### src/hdl/link_cfg_defines.svh
// Constants of the serial link subclass and configuration block.
// Assumes inclusion by bare name from the package and the design modules.
`ifndef LINK_CFG_DEFINES_SVH
`define LINK_CFG_DEFINES_SVH

// Subclass codes
`define LC_SUBCLASS_0      3'h0
`define LC_SUBCLASS_1      3'h1
`define LC_SUBCLASS_2      3'h2

// Number of lanes held by the capture store
`define LC_LANES           8

// Datapath width in bits and core clock divide ratio per line coding
`define LC_DP_BITS_66      7'h40
`define LC_DP_BITS_10      7'h20
`define LC_RATIO_66        7'h42
`define LC_RATIO_10        7'h28

// Line rate limits in Mb/s
`define LC_RATE_MIN        16'h03e8
`define LC_RATE_MAX_66     16'h7d00
`define LC_RATE_MAX_10     16'h3ff7

// Reset values of the programmed configuration
`define LC_RST_CODING      1'b0
`define LC_RST_SUBCLASS    3'h1
`define LC_RST_OCTETS_M1   8'h00
`define LC_RST_FRAMES_M1   5'h1f
`define LC_RST_LANES_M1    5'h00
`define LC_RST_SCRAMBLE    1'b0
`define LC_RST_META        2'h0
`define LC_RST_MB_M1       5'h00
`define LC_RST_SYSREF_ALL  1'b0
`define LC_RST_RATE        16'h3e80

// Octets carried per core clock in the 32-bit datapath (as a shift)
`define LC_OCT_SHIFT       2
// Blocks per multiblock in the 64-bit datapath, minus one
`define LC_BLOCKS_M1       5'h1f

`endif

### src/hdl/link_cfg_pkg.sv
// Types shared by the serial link subclass and configuration block.
// Assumes the constants header is on the include path.
`include "link_cfg_defines.svh"

package link_cfg_pkg;

   // Programmed link configuration
   typedef struct packed {
      logic        coding_8b10b;   // 1 = 8B10B, 0 = 64B66B
      logic [2:0]  subclass;       // Subclass code
      logic [7:0]  octets_m1;      // Octets per frame minus one
      logic [4:0]  frames_m1;      // Frames per multiframe minus one
      logic [4:0]  lanes_m1;       // Lanes per link minus one
      logic        scramble;       // Scrambling on
      logic [1:0]  meta_mode;      // Meta data mode
      logic [4:0]  mb_m1;          // Multiblocks per extended multiblock minus one
      logic        sysref_all;     // Realign on every SYSREF edge
      logic [15:0] rate_mbps;      // Line rate in Mb/s
   } cfg_s;

   // Lane alignment configuration content
   typedef struct packed {
      logic [2:0]  subclass;       // Subclass code
      logic [4:0]  lanes_m1;       // Lanes per link minus one
      logic [4:0]  lane_id;        // Lane identity
      logic        scramble;       // Scrambling on
      logic [4:0]  frames_m1;      // Frames per multiframe minus one
      logic [7:0]  octets_m1;      // Octets per frame minus one, low byte
   } ila_s;

   // Link logic states
   typedef enum logic [1:0] {
      LINK_IDLE,
      LINK_WAIT,
      LINK_RUN
   } link_state_e;

endpackage

### src/hdl/edge_catch.sv
// Rising edge catcher for a timing input such as SYSREF or SYNC.
// Assumes the input is synchronous to core_clk; restart clears history.
`timescale 1ns/1ps
`include "link_cfg_defines.svh"

module edge_catch (
   // Clock and reset
   input  wire logic core_clk,
   input  wire logic reset_n,
   // Control
   input  wire logic restart,
   input  wire logic enable,
   // Timing input and caught edge
   input  wire logic level_in,
   output logic      edge_pulse
);

   logic prev;        // Level seen last cycle
   logic next_prev;   // Next history value
   logic next_edge;   // Next edge pulse

   // Edge found only while enabled; history still tracks the input while disabled
   always_comb begin
      next_prev = restart ? 1'b0 : level_in;
      next_edge = enable & ~restart & level_in & ~prev;
   end

   // Register history and pulse
   always_ff @(posedge core_clk or negedge reset_n) begin
      if (!reset_n) begin
         prev       <= 1'b0;
         edge_pulse <= 1'b0;
      end else begin
         prev       <= next_prev;
         edge_pulse <= next_edge;
      end
   end

endmodule // edge_catch

### src/hdl/ila_store.sv
// Per lane store of received lane alignment configuration content.
// Assumes one capture strobe per lane, synchronous to core_clk.
`timescale 1ns/1ps
`include "link_cfg_defines.svh"

module ila_store (
   // Clock and reset
   input  wire logic                       core_clk,
   input  wire logic                       reset_n,
   input  wire logic                       restart,
   // Capture side
   input  wire logic [`LC_LANES-1:0]       cap_valid,
   input  wire link_cfg_pkg::ila_s         cap_data,
   // Read side
   input  wire logic [2:0]                 rd_lane,
   output link_cfg_pkg::ila_s              rd_data,
   output logic [`LC_LANES-1:0]            seen
);

   link_cfg_pkg::ila_s             store [`LC_LANES];       // Per lane content
   link_cfg_pkg::ila_s             next_store [`LC_LANES];  // Next content
   logic [`LC_LANES-1:0]           next_seen;               // Next seen flags
   link_cfg_pkg::ila_s             next_rd;                 // Next read data

   // One capture slot per lane; restart forgets the seen flags only
   for (genvar g = 0; g < `LC_LANES; g++) begin : g_lane
      always_comb begin
         next_store[g] = cap_valid[g] ? cap_data : store[g];
         next_seen[g]  = cap_valid[g] | (seen[g] & ~restart);
      end
      always_ff @(posedge core_clk or negedge reset_n) begin
         if (!reset_n) begin
            store[g] <= '0;
            seen[g]  <= 1'b0;
         end else begin
            store[g] <= next_store[g];
            seen[g]  <= next_seen[g];
         end
      end
   end

   // Registered read port
   always_comb begin
      next_rd = store[rd_lane];
   end

   always_ff @(posedge core_clk or negedge reset_n) begin
      if (!reset_n) begin
         rd_data <= '0;
      end else begin
         rd_data <= next_rd;
      end
   end

endmodule // ila_store

### src/hdl/serial_link_subclass_config.sv
// Subclass selection, link parameter handling and multiframe timing
// of a serial converter link layer, plus lane alignment content.
// Assumes all inputs synchronous to core_clk, the line rate divided by clk_ratio.
//
// How it works
// - 64B66B offers subclass 0,1; 8B10B adds 2
// - Subclass comes from a programmed setting
// - Reset default is subclass 1
// - SYSREF used in subclass 1, ignored otherwise
// - One-shot, periodic, gapped SYSREF all work
// - Subclass 0 has no SYSREF alignment
// - Subclass 2 aligns from SYNC only
// - Receiver launches SYNC, transmitter captures it
// - 64B66B link parameters must match converter
// - 8B10B link parameters must match converter
// - Transmitted alignment content comes from programming
// - Received alignment content stored per lane, readable
// - New settings apply only after core reset
// - 64B66B uses 64 bits at rate/66
// - 8B10B uses 32 bits at rate/40
// - Streams run on the core clock
// - 64B66B line rate 1 to 32 Gb/s
// - Octets per frame stored minus one, bits 7:0
// - Core reset keeps programmed values
`timescale 1ns/1ps
`include "link_cfg_defines.svh"

module serial_link_subclass_config (
   // Clock and reset
   input  wire logic                    core_clk,
   input  wire logic                    reset_n,
   // Core logic restart, one cycle
   input  wire logic                    core_reset,
   // Configuration programming
   input  wire logic                    cfg_wr,
   input  wire link_cfg_pkg::cfg_s      cfg_wdata,
   output link_cfg_pkg::cfg_s           cfg_prog,
   output link_cfg_pkg::cfg_s           cfg_active,
   output logic                         cfg_reject,
   // Role: 1 = receive instance, 0 = transmit instance
   input  wire logic                    rx_role,
   // Timing signals
   input  wire logic                    sysref,
   input  wire logic                    sync_n_in,
   output logic                         sync_n_out,
   // Link status
   output logic                         link_up,
   output logic                         align_err,
   output logic [6:0]                   dp_bits,
   output logic [6:0]                   clk_ratio,
   output logic                         rate_ok,
   // Transmit lane alignment content
   output link_cfg_pkg::ila_s           ila_tx_cfg,
   // Receive lane alignment capture and read
   input  wire logic [`LC_LANES-1:0]    ila_rx_valid,
   input  wire link_cfg_pkg::ila_s      ila_rx_data,
   input  wire logic [2:0]              ila_rd_lane,
   output link_cfg_pkg::ila_s           ila_rd_data,
   output logic [`LC_LANES-1:0]         ila_seen,
   // Data stream in
   input  wire logic [63:0]             s_tdata,
   input  wire logic                    s_tvalid,
   // Data stream out
   output logic [63:0]                  m_tdata,
   output logic                         m_tvalid,
   output logic                         m_sof
);

   // ------------------------------------------------------------
   // Programmed configuration
   // ------------------------------------------------------------
   link_cfg_pkg::cfg_s next_prog;     // Next programmed value
   logic               next_reject;   // Next reject pulse
   logic               wr_legal;      // Write carries a legal subclass

   // Subclass legality depends on the coding written alongside it
   always_comb begin
      wr_legal = (cfg_wdata.subclass == `LC_SUBCLASS_0) ||
                 (cfg_wdata.subclass == `LC_SUBCLASS_1) ||
                 ((cfg_wdata.subclass == `LC_SUBCLASS_2) && cfg_wdata.coding_8b10b);
      next_prog   = cfg_prog;
      next_reject = 1'b0;
      if (cfg_wr && wr_legal) begin
         next_prog = cfg_wdata;
      end else if (cfg_wr) begin
         // Illegal write leaves all settings unchanged
         next_reject = 1'b1;
      end
   end

   // Only reset_n clears the programmed values
   always_ff @(posedge core_clk or negedge reset_n) begin
      if (!reset_n) begin
         cfg_prog.coding_8b10b <= `LC_RST_CODING;
         cfg_prog.subclass     <= `LC_RST_SUBCLASS;
         cfg_prog.octets_m1    <= `LC_RST_OCTETS_M1;
         cfg_prog.frames_m1    <= `LC_RST_FRAMES_M1;
         cfg_prog.lanes_m1     <= `LC_RST_LANES_M1;
         cfg_prog.scramble     <= `LC_RST_SCRAMBLE;
         cfg_prog.meta_mode    <= `LC_RST_META;
         cfg_prog.mb_m1        <= `LC_RST_MB_M1;
         cfg_prog.sysref_all   <= `LC_RST_SYSREF_ALL;
         cfg_prog.rate_mbps    <= `LC_RST_RATE;
         cfg_reject            <= 1'b0;
      end else begin
         cfg_prog              <= next_prog;
         cfg_reject            <= next_reject;
      end
   end

   // ------------------------------------------------------------
   // Active configuration and derived link figures
   // ------------------------------------------------------------
   link_cfg_pkg::cfg_s next_act;      // Next applied configuration
   link_cfg_pkg::ila_s next_ila_tx;   // Next transmitted content
   logic [6:0]         next_dp_bits;  // Next datapath width
   logic [6:0]         next_ratio;    // Next clock ratio
   logic               next_rate_ok;  // Next rate check
   logic [15:0]        rate_max;      // Upper rate for the coding

   // Applied set changes only on a core reset
   always_comb begin
      next_act = core_reset ? cfg_prog : cfg_active;
      next_dp_bits = next_act.coding_8b10b ? `LC_DP_BITS_10 : `LC_DP_BITS_66;
      next_ratio   = next_act.coding_8b10b ? `LC_RATIO_10 : `LC_RATIO_66;
      rate_max     = next_act.coding_8b10b ? `LC_RATE_MAX_10 : `LC_RATE_MAX_66;
      next_rate_ok = (next_act.rate_mbps >= `LC_RATE_MIN) &&
                     (next_act.rate_mbps <= rate_max);
      next_ila_tx.subclass  = next_act.subclass;
      next_ila_tx.lanes_m1  = next_act.lanes_m1;
      next_ila_tx.lane_id   = 5'h00;
      next_ila_tx.scramble  = next_act.scramble;
      next_ila_tx.frames_m1 = next_act.frames_m1;
      next_ila_tx.octets_m1 = next_act.octets_m1;
   end

   always_ff @(posedge core_clk or negedge reset_n) begin
      if (!reset_n) begin
         cfg_active.coding_8b10b <= `LC_RST_CODING;
         cfg_active.subclass     <= `LC_RST_SUBCLASS;
         cfg_active.octets_m1    <= `LC_RST_OCTETS_M1;
         cfg_active.frames_m1    <= `LC_RST_FRAMES_M1;
         cfg_active.lanes_m1     <= `LC_RST_LANES_M1;
         cfg_active.scramble     <= `LC_RST_SCRAMBLE;
         cfg_active.meta_mode    <= `LC_RST_META;
         cfg_active.mb_m1        <= `LC_RST_MB_M1;
         cfg_active.sysref_all   <= `LC_RST_SYSREF_ALL;
         cfg_active.rate_mbps    <= `LC_RST_RATE;
         dp_bits                 <= `LC_DP_BITS_66;
         clk_ratio               <= `LC_RATIO_66;
         rate_ok                 <= 1'b1;
         ila_tx_cfg              <= '0;
      end else begin
         cfg_active              <= next_act;
         dp_bits                 <= next_dp_bits;
         clk_ratio               <= next_ratio;
         rate_ok                 <= next_rate_ok;
         ila_tx_cfg              <= next_ila_tx;
      end
   end

   // ------------------------------------------------------------
   // Timing edge catchers
   // ------------------------------------------------------------
   logic sysref_edge;   // Caught SYSREF edge
   logic sync_edge;     // Caught SYNC release edge
   logic sysref_en;     // SYSREF watched
   logic sync_en;       // SYNC watched

   assign sysref_en = (cfg_active.subclass == `LC_SUBCLASS_1);
   assign sync_en   = (cfg_active.subclass == `LC_SUBCLASS_2) && !rx_role;

   edge_catch u_sysref_catch (
      .core_clk   (core_clk),
      .reset_n    (reset_n),
      .restart    (core_reset),
      .enable     (sysref_en),
      .level_in   (sysref),
      .edge_pulse (sysref_edge)
   );

   edge_catch u_sync_catch (
      .core_clk   (core_clk),
      .reset_n    (reset_n),
      .restart    (core_reset),
      .enable     (sync_en),
      .level_in   (sync_n_in),
      .edge_pulse (sync_edge)
   );

   // ------------------------------------------------------------
   // Link state, multiframe counter and SYNC launch
   // ------------------------------------------------------------
   link_cfg_pkg::link_state_e state;       // Link state
   link_cfg_pkg::link_state_e next_state;  // Next link state
   logic [11:0]  lmfc;                     // Multiframe phase count
   logic [11:0]  next_lmfc;                // Next phase count
   logic [11:0]  period_m1;                // Multiframe length minus one
   logic [14:0]  oct;                      // Octets per frame
   logic [14:0]  frm;                      // Frames per multiframe
   logic [14:0]  prod;                     // Octets per multiframe
   logic [11:0]  quarter;                  // Cycles per multiframe
   logic         wrap;                     // Last cycle of multiframe
   logic         next_sync_n;              // Next SYNC level
   logic         next_up;                  // Next link up
   logic         next_err;                 // Next alignment error
   logic         next_sof;                 // Next start marker

   // Multiframe length in core clocks for the applied coding
   always_comb begin
      oct     = 15'(cfg_active.octets_m1) + 15'h0001;
      frm     = 15'(cfg_active.frames_m1) + 15'h0001;
      prod    = oct * frm;
      quarter = prod[13:`LC_OCT_SHIFT];
      if (cfg_active.coding_8b10b) begin
         period_m1 = (quarter == 12'h000) ? 12'h000 : quarter - 12'h001;
      end else begin
         period_m1 = {2'b00, cfg_active.mb_m1, `LC_BLOCKS_M1};
      end
      wrap = (lmfc == period_m1);
   end

   // Alignment sequencing per subclass and role
   always_comb begin
      next_state  = state;
      next_lmfc   = wrap ? 12'h000 : lmfc + 12'h001;
      next_sync_n = sync_n_out;
      next_err    = align_err;
      unique case (state)
         // Restart lands here for one cycle
         link_cfg_pkg::LINK_IDLE: begin
            next_lmfc   = 12'h000;
            next_sync_n = 1'b0;
            next_state  = link_cfg_pkg::LINK_WAIT;
         end
         // Waiting for the alignment event of the subclass
         link_cfg_pkg::LINK_WAIT: begin
            if (cfg_active.subclass == `LC_SUBCLASS_0) begin
               next_state  = link_cfg_pkg::LINK_RUN;
               next_sync_n = 1'b1;
            end else if (cfg_active.subclass == `LC_SUBCLASS_1) begin
               if (sysref_edge) begin
                  next_lmfc   = 12'h000;
                  next_state  = link_cfg_pkg::LINK_RUN;
                  next_sync_n = 1'b1;
               end
            end else if (rx_role) begin
               if (wrap) begin
                  next_state  = link_cfg_pkg::LINK_RUN;
                  next_sync_n = 1'b1;
               end
            end else begin
               if (sync_edge) begin
                  next_lmfc   = 12'h000;
                  next_state  = link_cfg_pkg::LINK_RUN;
                  next_sync_n = 1'b1;
               end
            end
         end
         // Running; later SYSREF edges may check the phase
         link_cfg_pkg::LINK_RUN: begin
            if (sysref_edge && cfg_active.sysref_all && !wrap) begin
               next_lmfc = 12'h000;
               next_err  = 1'b1;
            end
         end
      endcase
      // Core restart overrides all sequencing
      if (core_reset) begin
         next_state  = link_cfg_pkg::LINK_IDLE;
         next_lmfc   = 12'h000;
         next_sync_n = 1'b0;
         next_err    = 1'b0;
      end
      next_up  = (next_state == link_cfg_pkg::LINK_RUN);
      next_sof = (next_state == link_cfg_pkg::LINK_RUN) && (next_lmfc == period_m1);
   end

   always_ff @(posedge core_clk or negedge reset_n) begin
      if (!reset_n) begin
         state      <= link_cfg_pkg::LINK_IDLE;
         lmfc       <= 12'h000;
         sync_n_out <= 1'b0;
         align_err  <= 1'b0;
         link_up    <= 1'b0;
         m_sof      <= 1'b0;
      end else begin
         state      <= next_state;
         lmfc       <= next_lmfc;
         sync_n_out <= next_sync_n;
         align_err  <= next_err;
         link_up    <= next_up;
         m_sof      <= next_sof;
      end
   end

   // ------------------------------------------------------------
   // Data stream on the core clock
   // ------------------------------------------------------------
   logic [63:0] next_tdata;    // Next stream word
   logic        next_tvalid;   // Next stream valid

   // Stream passes only while the link runs; upper half unused in 8B10B
   always_comb begin
      next_tvalid = s_tvalid && (state == link_cfg_pkg::LINK_RUN) && !core_reset;
      next_tdata  = s_tdata;
      if (cfg_active.coding_8b10b) begin
         next_tdata[63:32] = 32'h0000_0000;
      end
   end

   always_ff @(posedge core_clk or negedge reset_n) begin
      if (!reset_n) begin
         m_tdata  <= 64'h0000_0000_0000_0000;
         m_tvalid <= 1'b0;
      end else begin
         m_tdata  <= next_tdata;
         m_tvalid <= next_tvalid;
      end
   end

   // ------------------------------------------------------------
   // Received alignment content store
   // ------------------------------------------------------------
   // per lane readable store
   ila_store u_ila_store (
      .core_clk  (core_clk),
      .reset_n   (reset_n),
      .restart   (core_reset),
      .cap_valid (ila_rx_valid),
      .cap_data  (ila_rx_data),
      .rd_lane   (ila_rd_lane),
      .rd_data   (ila_rd_data),
      .seen      (ila_seen)
   );

endmodule // serial_link_subclass_config

### config.mk
export PLATFORM = sky130hd
export DESIGN_NAME = serial_link_subclass_config
export DESIGN_NICKNAME = d
export VERILOG_FILES = /design/src/hdl/link_cfg_pkg.sv /design/src/hdl/edge_catch.sv /design/src/hdl/ila_store.sv /design/src/hdl/serial_link_subclass_config.sv
export VERILOG_INCLUDE_DIRS = /design/src /design/src/hdl
export SDC_FILE = /design/constraint.sdc
export NUM_CORES = 1
export LEC_CHECK = 0
export ABC_AREA = 1
export BUFFER_PORTS_ARGS = -buffer_cell sky130_fd_sc_hd__buf_2
export CAP_MARGIN = 10
export CELL_PAD_IN_SITES_DETAIL_PLACEMENT = 0
export CELL_PAD_IN_SITES_GLOBAL_PLACEMENT = 1
export CORE_ASPECT_RATIO = 1.1
export CORE_MARGIN = 2
export CORE_UTILIZATION = 46
export DETAILED_ROUTE_END_ITERATION = 16
export PLACE_DENSITY_LB_ADDON = 0.1
export SYNTH_ARGS = -nofsm -noshare
export SYNTH_HDL_FRONTEND = slang
export SYNTH_SLANG_ARGS = --single-unit
export TNS_END_PERCENT = 50
### constraint.sdc
create_clock -name core_clk -period 10.19 [get_ports core_clk]
set_input_delay 1.5285 -clock core_clk [delete_from_list [all_inputs] [get_ports core_clk]]
set_output_delay 1.5285 -clock core_clk [all_outputs]
set_load 0.02 [all_outputs]
==> flow_results.xml <==
<?xml version="1.0" encoding="UTF-8"?>
<metrics>
  <group name="run_status">
    <metric name="status" unit="">finished, final reports clean</metric>
  </group>
  <group name="sta">
    <metric name="rsz0062_at_grt" unit="">no</metric>
    <metric name="timing.setup.tns" unit="ns">0</metric>
    <metric name="finalMaxSlewViolations" unit="">0</metric>
    <metric name="layout_worst_path_cycle_share" unit="%">65.8</metric>
    <metric name="timing.max_slew.rel_slack" unit="%">19.3</metric>
    <metric name="tightestPinTransition" unit="ns">1.20</metric>
    <metric name="setup_ws" unit="ns">3.49</metric>
    <metric name="max_freq" unit="GHz">0.149</metric>
    <metric name="finalWorstPathRequiredPeriod" unit="ns">6.70</metric>
    <metric name="timing.final.setup_violations" unit="">0</metric>
    <metric name="timing.clock.skew" unit="ns">0.0165</metric>
    <metric name="final-hold-violation-count" unit="">0</metric>
  </group>
  <group name="hold_path">
    <metric name="min-delay-start" unit="">u_sync_catch.prev$_DFF_PN0_</metric>
    <metric name="worst_hold_class" unit="">reg -&gt; reg</metric>
    <metric name="number_of_cells_on_the_worst_hold_path" unit="">1</metric>
    <metric name="hold_end" unit="">u_sync_catch.edge_pulse$_DFF_PN0_</metric>
  </group>
  <group name="routing">
    <metric name="pre_repair_dr_iteration_count" unit="">5</metric>
    <metric name="wl_per_cell" unit="um">17.2</metric>
    <metric name="post_detailed_route_drc_marker_count" unit="">0</metric>
    <metric name="antenna_viol_nets_final" unit="">0</metric>
    <metric name="routed_wl" unit="um">55800</metric>
    <metric name="routed_via_density" unit="">5.01</metric>
    <metric name="drt_iter0_drc" unit="">1062</metric>
    <metric name="route.vias.total" unit="">16313</metric>
  </group>
  <group name="die">
    <metric name="num_rows" unit="">82</metric>
    <metric name="core" unit="um^2">45500</metric>
    <metric name="die-width" unit="um">208</metric>
    <metric name="floorplan.initialDensity" unit="%">46.4</metric>
    <metric name="die-area" unit="um^2">47600</metric>
    <metric name="die_h" unit="um">229</metric>
    <metric name="design.portCount" unit="">398</metric>
  </group>
  <group name="clock_tree">
    <metric name="cts.sinks" unit="">441</metric>
    <metric name="cts_repair_resize_count" unit="">0</metric>
    <metric name="tritoncts.num_buffers" unit="">48</metric>
    <metric name="cts-root-buf" unit="">clkbuf_16</metric>
    <metric name="cts.reportedPaths.clkPinSlew" unit="ns">0.05</metric>
    <metric name="longest_clk_path_bufs" unit="">3</metric>
    <metric name="cts_setup_buffers" unit="">0</metric>
    <metric name="clock_insertion_delay_worst_skew" unit="ns">0.59</metric>
    <metric name="hold_fix_buffer_count_after_cts" unit="">0</metric>
    <metric name="clock_tree.htree_level_count" unit="">2</metric>
    <metric name="cts_tree" unit="">done</metric>
  </group>
  <group name="critical_path">
    <metric name="cp.required" unit="ns">10.69</metric>
    <metric name="ff2ff_path_depth" unit="">38</metric>
    <metric name="critical-path-slowest-cell" unit="">fa_1</metric>
    <metric name="critPathArrivalTime" unit="ns">7.21</metric>
    <metric name="critical_path.reg2reg.startpoint" unit="">ila_tx_cfg[0]$_DFFE_PN0P_</metric>
    <metric name="worstSetupStartpointType" unit="">flip-flop</metric>
    <metric name="timing.critical_path.fanout_max" unit="">9</metric>
    <metric name="path_class" unit="">reg -&gt; reg</metric>
    <metric name="r2r_setup_slack" unit="ns">3.49</metric>
    <metric name="critPathMostFrequentCell" unit="">nand2_1</metric>
    <metric name="crit_path_end_kind" unit="">flip-flop</metric>
    <metric name="reg2reg_to" unit="">m_sof$_DFF_PN0_</metric>
    <metric name="worst_path_largest_cell_delay" unit="ns">0.54</metric>
  </group>
  <group name="synth">
    <metric name="synth-seq-cells" unit="">441</metric>
    <metric name="synth_async_sr_flop_share" unit="%">100</metric>
    <metric name="synth_most_common_cell" unit="">nand2_1</metric>
    <metric name="synthesis.area" unit="um^2">21100</metric>
    <metric name="synth_enable_flop_cells" unit="">0</metric>
    <metric name="ys_types" unit="">47</metric>
    <metric name="synth.top_cells.by_count" unit="">nand2_1 (525), dfrtp_1 (415), inv_1 (329)</metric>
    <metric name="synthesis.area_per_instance" unit="um^2">9.14</metric>
    <metric name="netlist.area_leader.share" unit="%">49.3</metric>
    <metric name="part_of_the_yosys_area_used_for_sequential_elements" unit="%">52.5</metric>
    <metric name="synth_instances" unit="">2306</metric>
    <metric name="ys_dominant_reg_cell" unit="">dfrtp_1</metric>
    <metric name="netlist.top_cell.by_area" unit="">dfrtp_1</metric>
    <metric name="synth_area_leaders" unit="">dfrtp_1 (49%), nand2_1 (9.3%), mux2_2 (6.7%), o21ai_0 (5.9%), inv_1 (5.9%)</metric>
    <metric name="yosys_warnings" unit="">0</metric>
  </group>
  <group name="grt">
    <metric name="antenna_found_initial" unit="">5</metric>
    <metric name="grt_first_pass_wirelength" unit="um">90400</metric>
    <metric name="grt_remaining_overflow" unit="">0</metric>
    <metric name="first_global_vias" unit="">16466</metric>
    <metric name="grt.total_usage" unit="%">23.8</metric>
    <metric name="grt_start_max_net_pins" unit="">183</metric>
  </group>
  <group name="pwr">
    <metric name="vdd.ir_drop.worst" unit="V">0.000129</metric>
    <metric name="power_density" unit="nW/um^2">235</metric>
    <metric name="leakage_power" unit="uW">0.0128</metric>
  </group>
  <group name="job">
    <metric name="cap_violations" unit="">0</metric>
  </group>
  <group name="layout">
    <metric name="share_of_layout_cells_above_drive_strength_1" unit="%">26.1</metric>
    <metric name="area_delta_synth_final" unit="%">18.1</metric>
    <metric name="design.final.nets" unit="">2849</metric>
  </group>
  <group name="placed_design">
    <metric name="gp_congestion" unit="">0.918</metric>
    <metric name="portBuffers" unit="">384</metric>
    <metric name="detailedPlacementHpwl" unit="um">37000</metric>
    <metric name="dp_slack" unit="ns">3.61</metric>
  </group>
</metrics>
## sequential cells by signal, summed over array words and instances, names as in the netlist, 2 cells and up
signal,cells
u_ila_store.store,216
state,2
clk_ratio,2
ila_tx_cfg,21
lmfc,12
cfg_active,31
cfg_prog,47
m_tdata,64
u_ila_store.seen,8
u_ila_store.rd_data,27
## area by class of cell
class                      count  area [um^2]
tap                          588          736
inverter                     337         1270
fill                        4289        20600
clock inverter                13          183
timing repair buffer         395         2040
clock buffer                  74         1450
sequential                   441        11100
antenna                        1         2.50
multi-input combinational   1404         8140
## cells in the final DEF (no fill, tap or decap), types with 8 or more instances in the layout
cell       instances
buf_2            382
or2_2              9
o21ai_0          248
nor2_1           108
ha_1              37
buf_4             10
nand2_2           32
dfstp_2           26
a21oi_1           90
nand3_1           51
clkinv_2           8
inv_1            328
clkbuf_1          12
clkbuf_8          13
xor2_1             9
clkbuf_16         49
a221oi_1          28
nand3_2            9
conb_1            13
nand2_1          525
a31oi_1           27
nand4_1            8
a21o_1             8
mux2_2           126
dfrtp_1          414
fa_1              28
## how the worst max path moves through the flow
stage / start / endpoint / slack [ns] / depth (start not counted)
final: ila_tx_cfg[0]$_DFFE_PN0P_ / m_sof$_DFF_PN0_ / 3.49 / 38
after global routing: ila_tx_cfg[0]$_DFFE_PN0P_ / m_sof$_DFF_PN0_ / 2.73 / 38
after CTS: ila_tx_cfg[0]$_DFFE_PN0P_ / m_sof$_DFF_PN0_ / 3.60 / 38
after detailed placement: ila_tx_cfg[0]$_DFFE_PN0P_ / m_sof$_DFF_PN0_ / 3.61 / 38
after global placement: ila_tx_cfg[0]$_DFFE_PN0P_ / m_sof$_DFF_PN0_ / 3.73 / 38
after floorplan: ila_tx_cfg[0]$_DFFE_PN0P_ / m_sof$_DFF_PN0_ / 4.49 / 39
## per-layer routing
metal | GRT usage (%) | vias up | wire, um
li1 | - | 7938 | -
met3 | 3.50 | 78 | 2180
met5 | 0 | - | 26
met1 | 30.7 | 7968 | 24000
met2 | 42.1 | 325 | 28500
met4 | 6.09 | 4 | 1150
## critical path, delay by kind of cell (launching register included)
family                   cells  cell delay [ns]
buffers and inverters        3             0.22
AND/OR/NAND/NOR             28             3.17
AO/OA/AOI/OAI                1             0.22
XOR/XNOR                     1             0.45
flip-flops                   1             0.47
adder cells (fa/ha/maj)      5             2.12
## power breakdown
| group | switching [uW] | internal (uW) |
|---|---|---|
| Sequential | 105 | 1960 |
| Combinational | 1330 | 681 |
| Clock | 715 | 1060 |
| Total | 2150 | 3700 |
## cell families after synthesis
logic type                 synth area share [%]
and+or+nand+nor                            15.5
buffers and inverters                      9.13
DFF                                        52.5
AOI/OAI and AO/OA                          10.6
muxes                                      6.82
adders and majority gates                  4.85
xor gates and xnor gates                  0.617
other                                    0.0178
## through the flow
stage | utilization, % | cells | cell area (um^2) | power, uW | hold slack (ns)
2_1_floorplan | - | 2318 | 21100 | 3550 | 0.384
3_3_place_gp | 51.2 | 3165 | 23300 | 4110 | 0.396
3_5_place_dp | 51.2 | 3165 | 23300 | 4120 | 0.403
4_1_cts | 54.8 | 3252 | 24900 | 5920 | 0.411
5_1_grt | 54.8 | 3253 | 24900 | 6260 | 0.423
6_report | 54.8 | 3253 | 24900 | 5850 | 0.410
No activity file was read; power rests on OpenSTA's default activity.
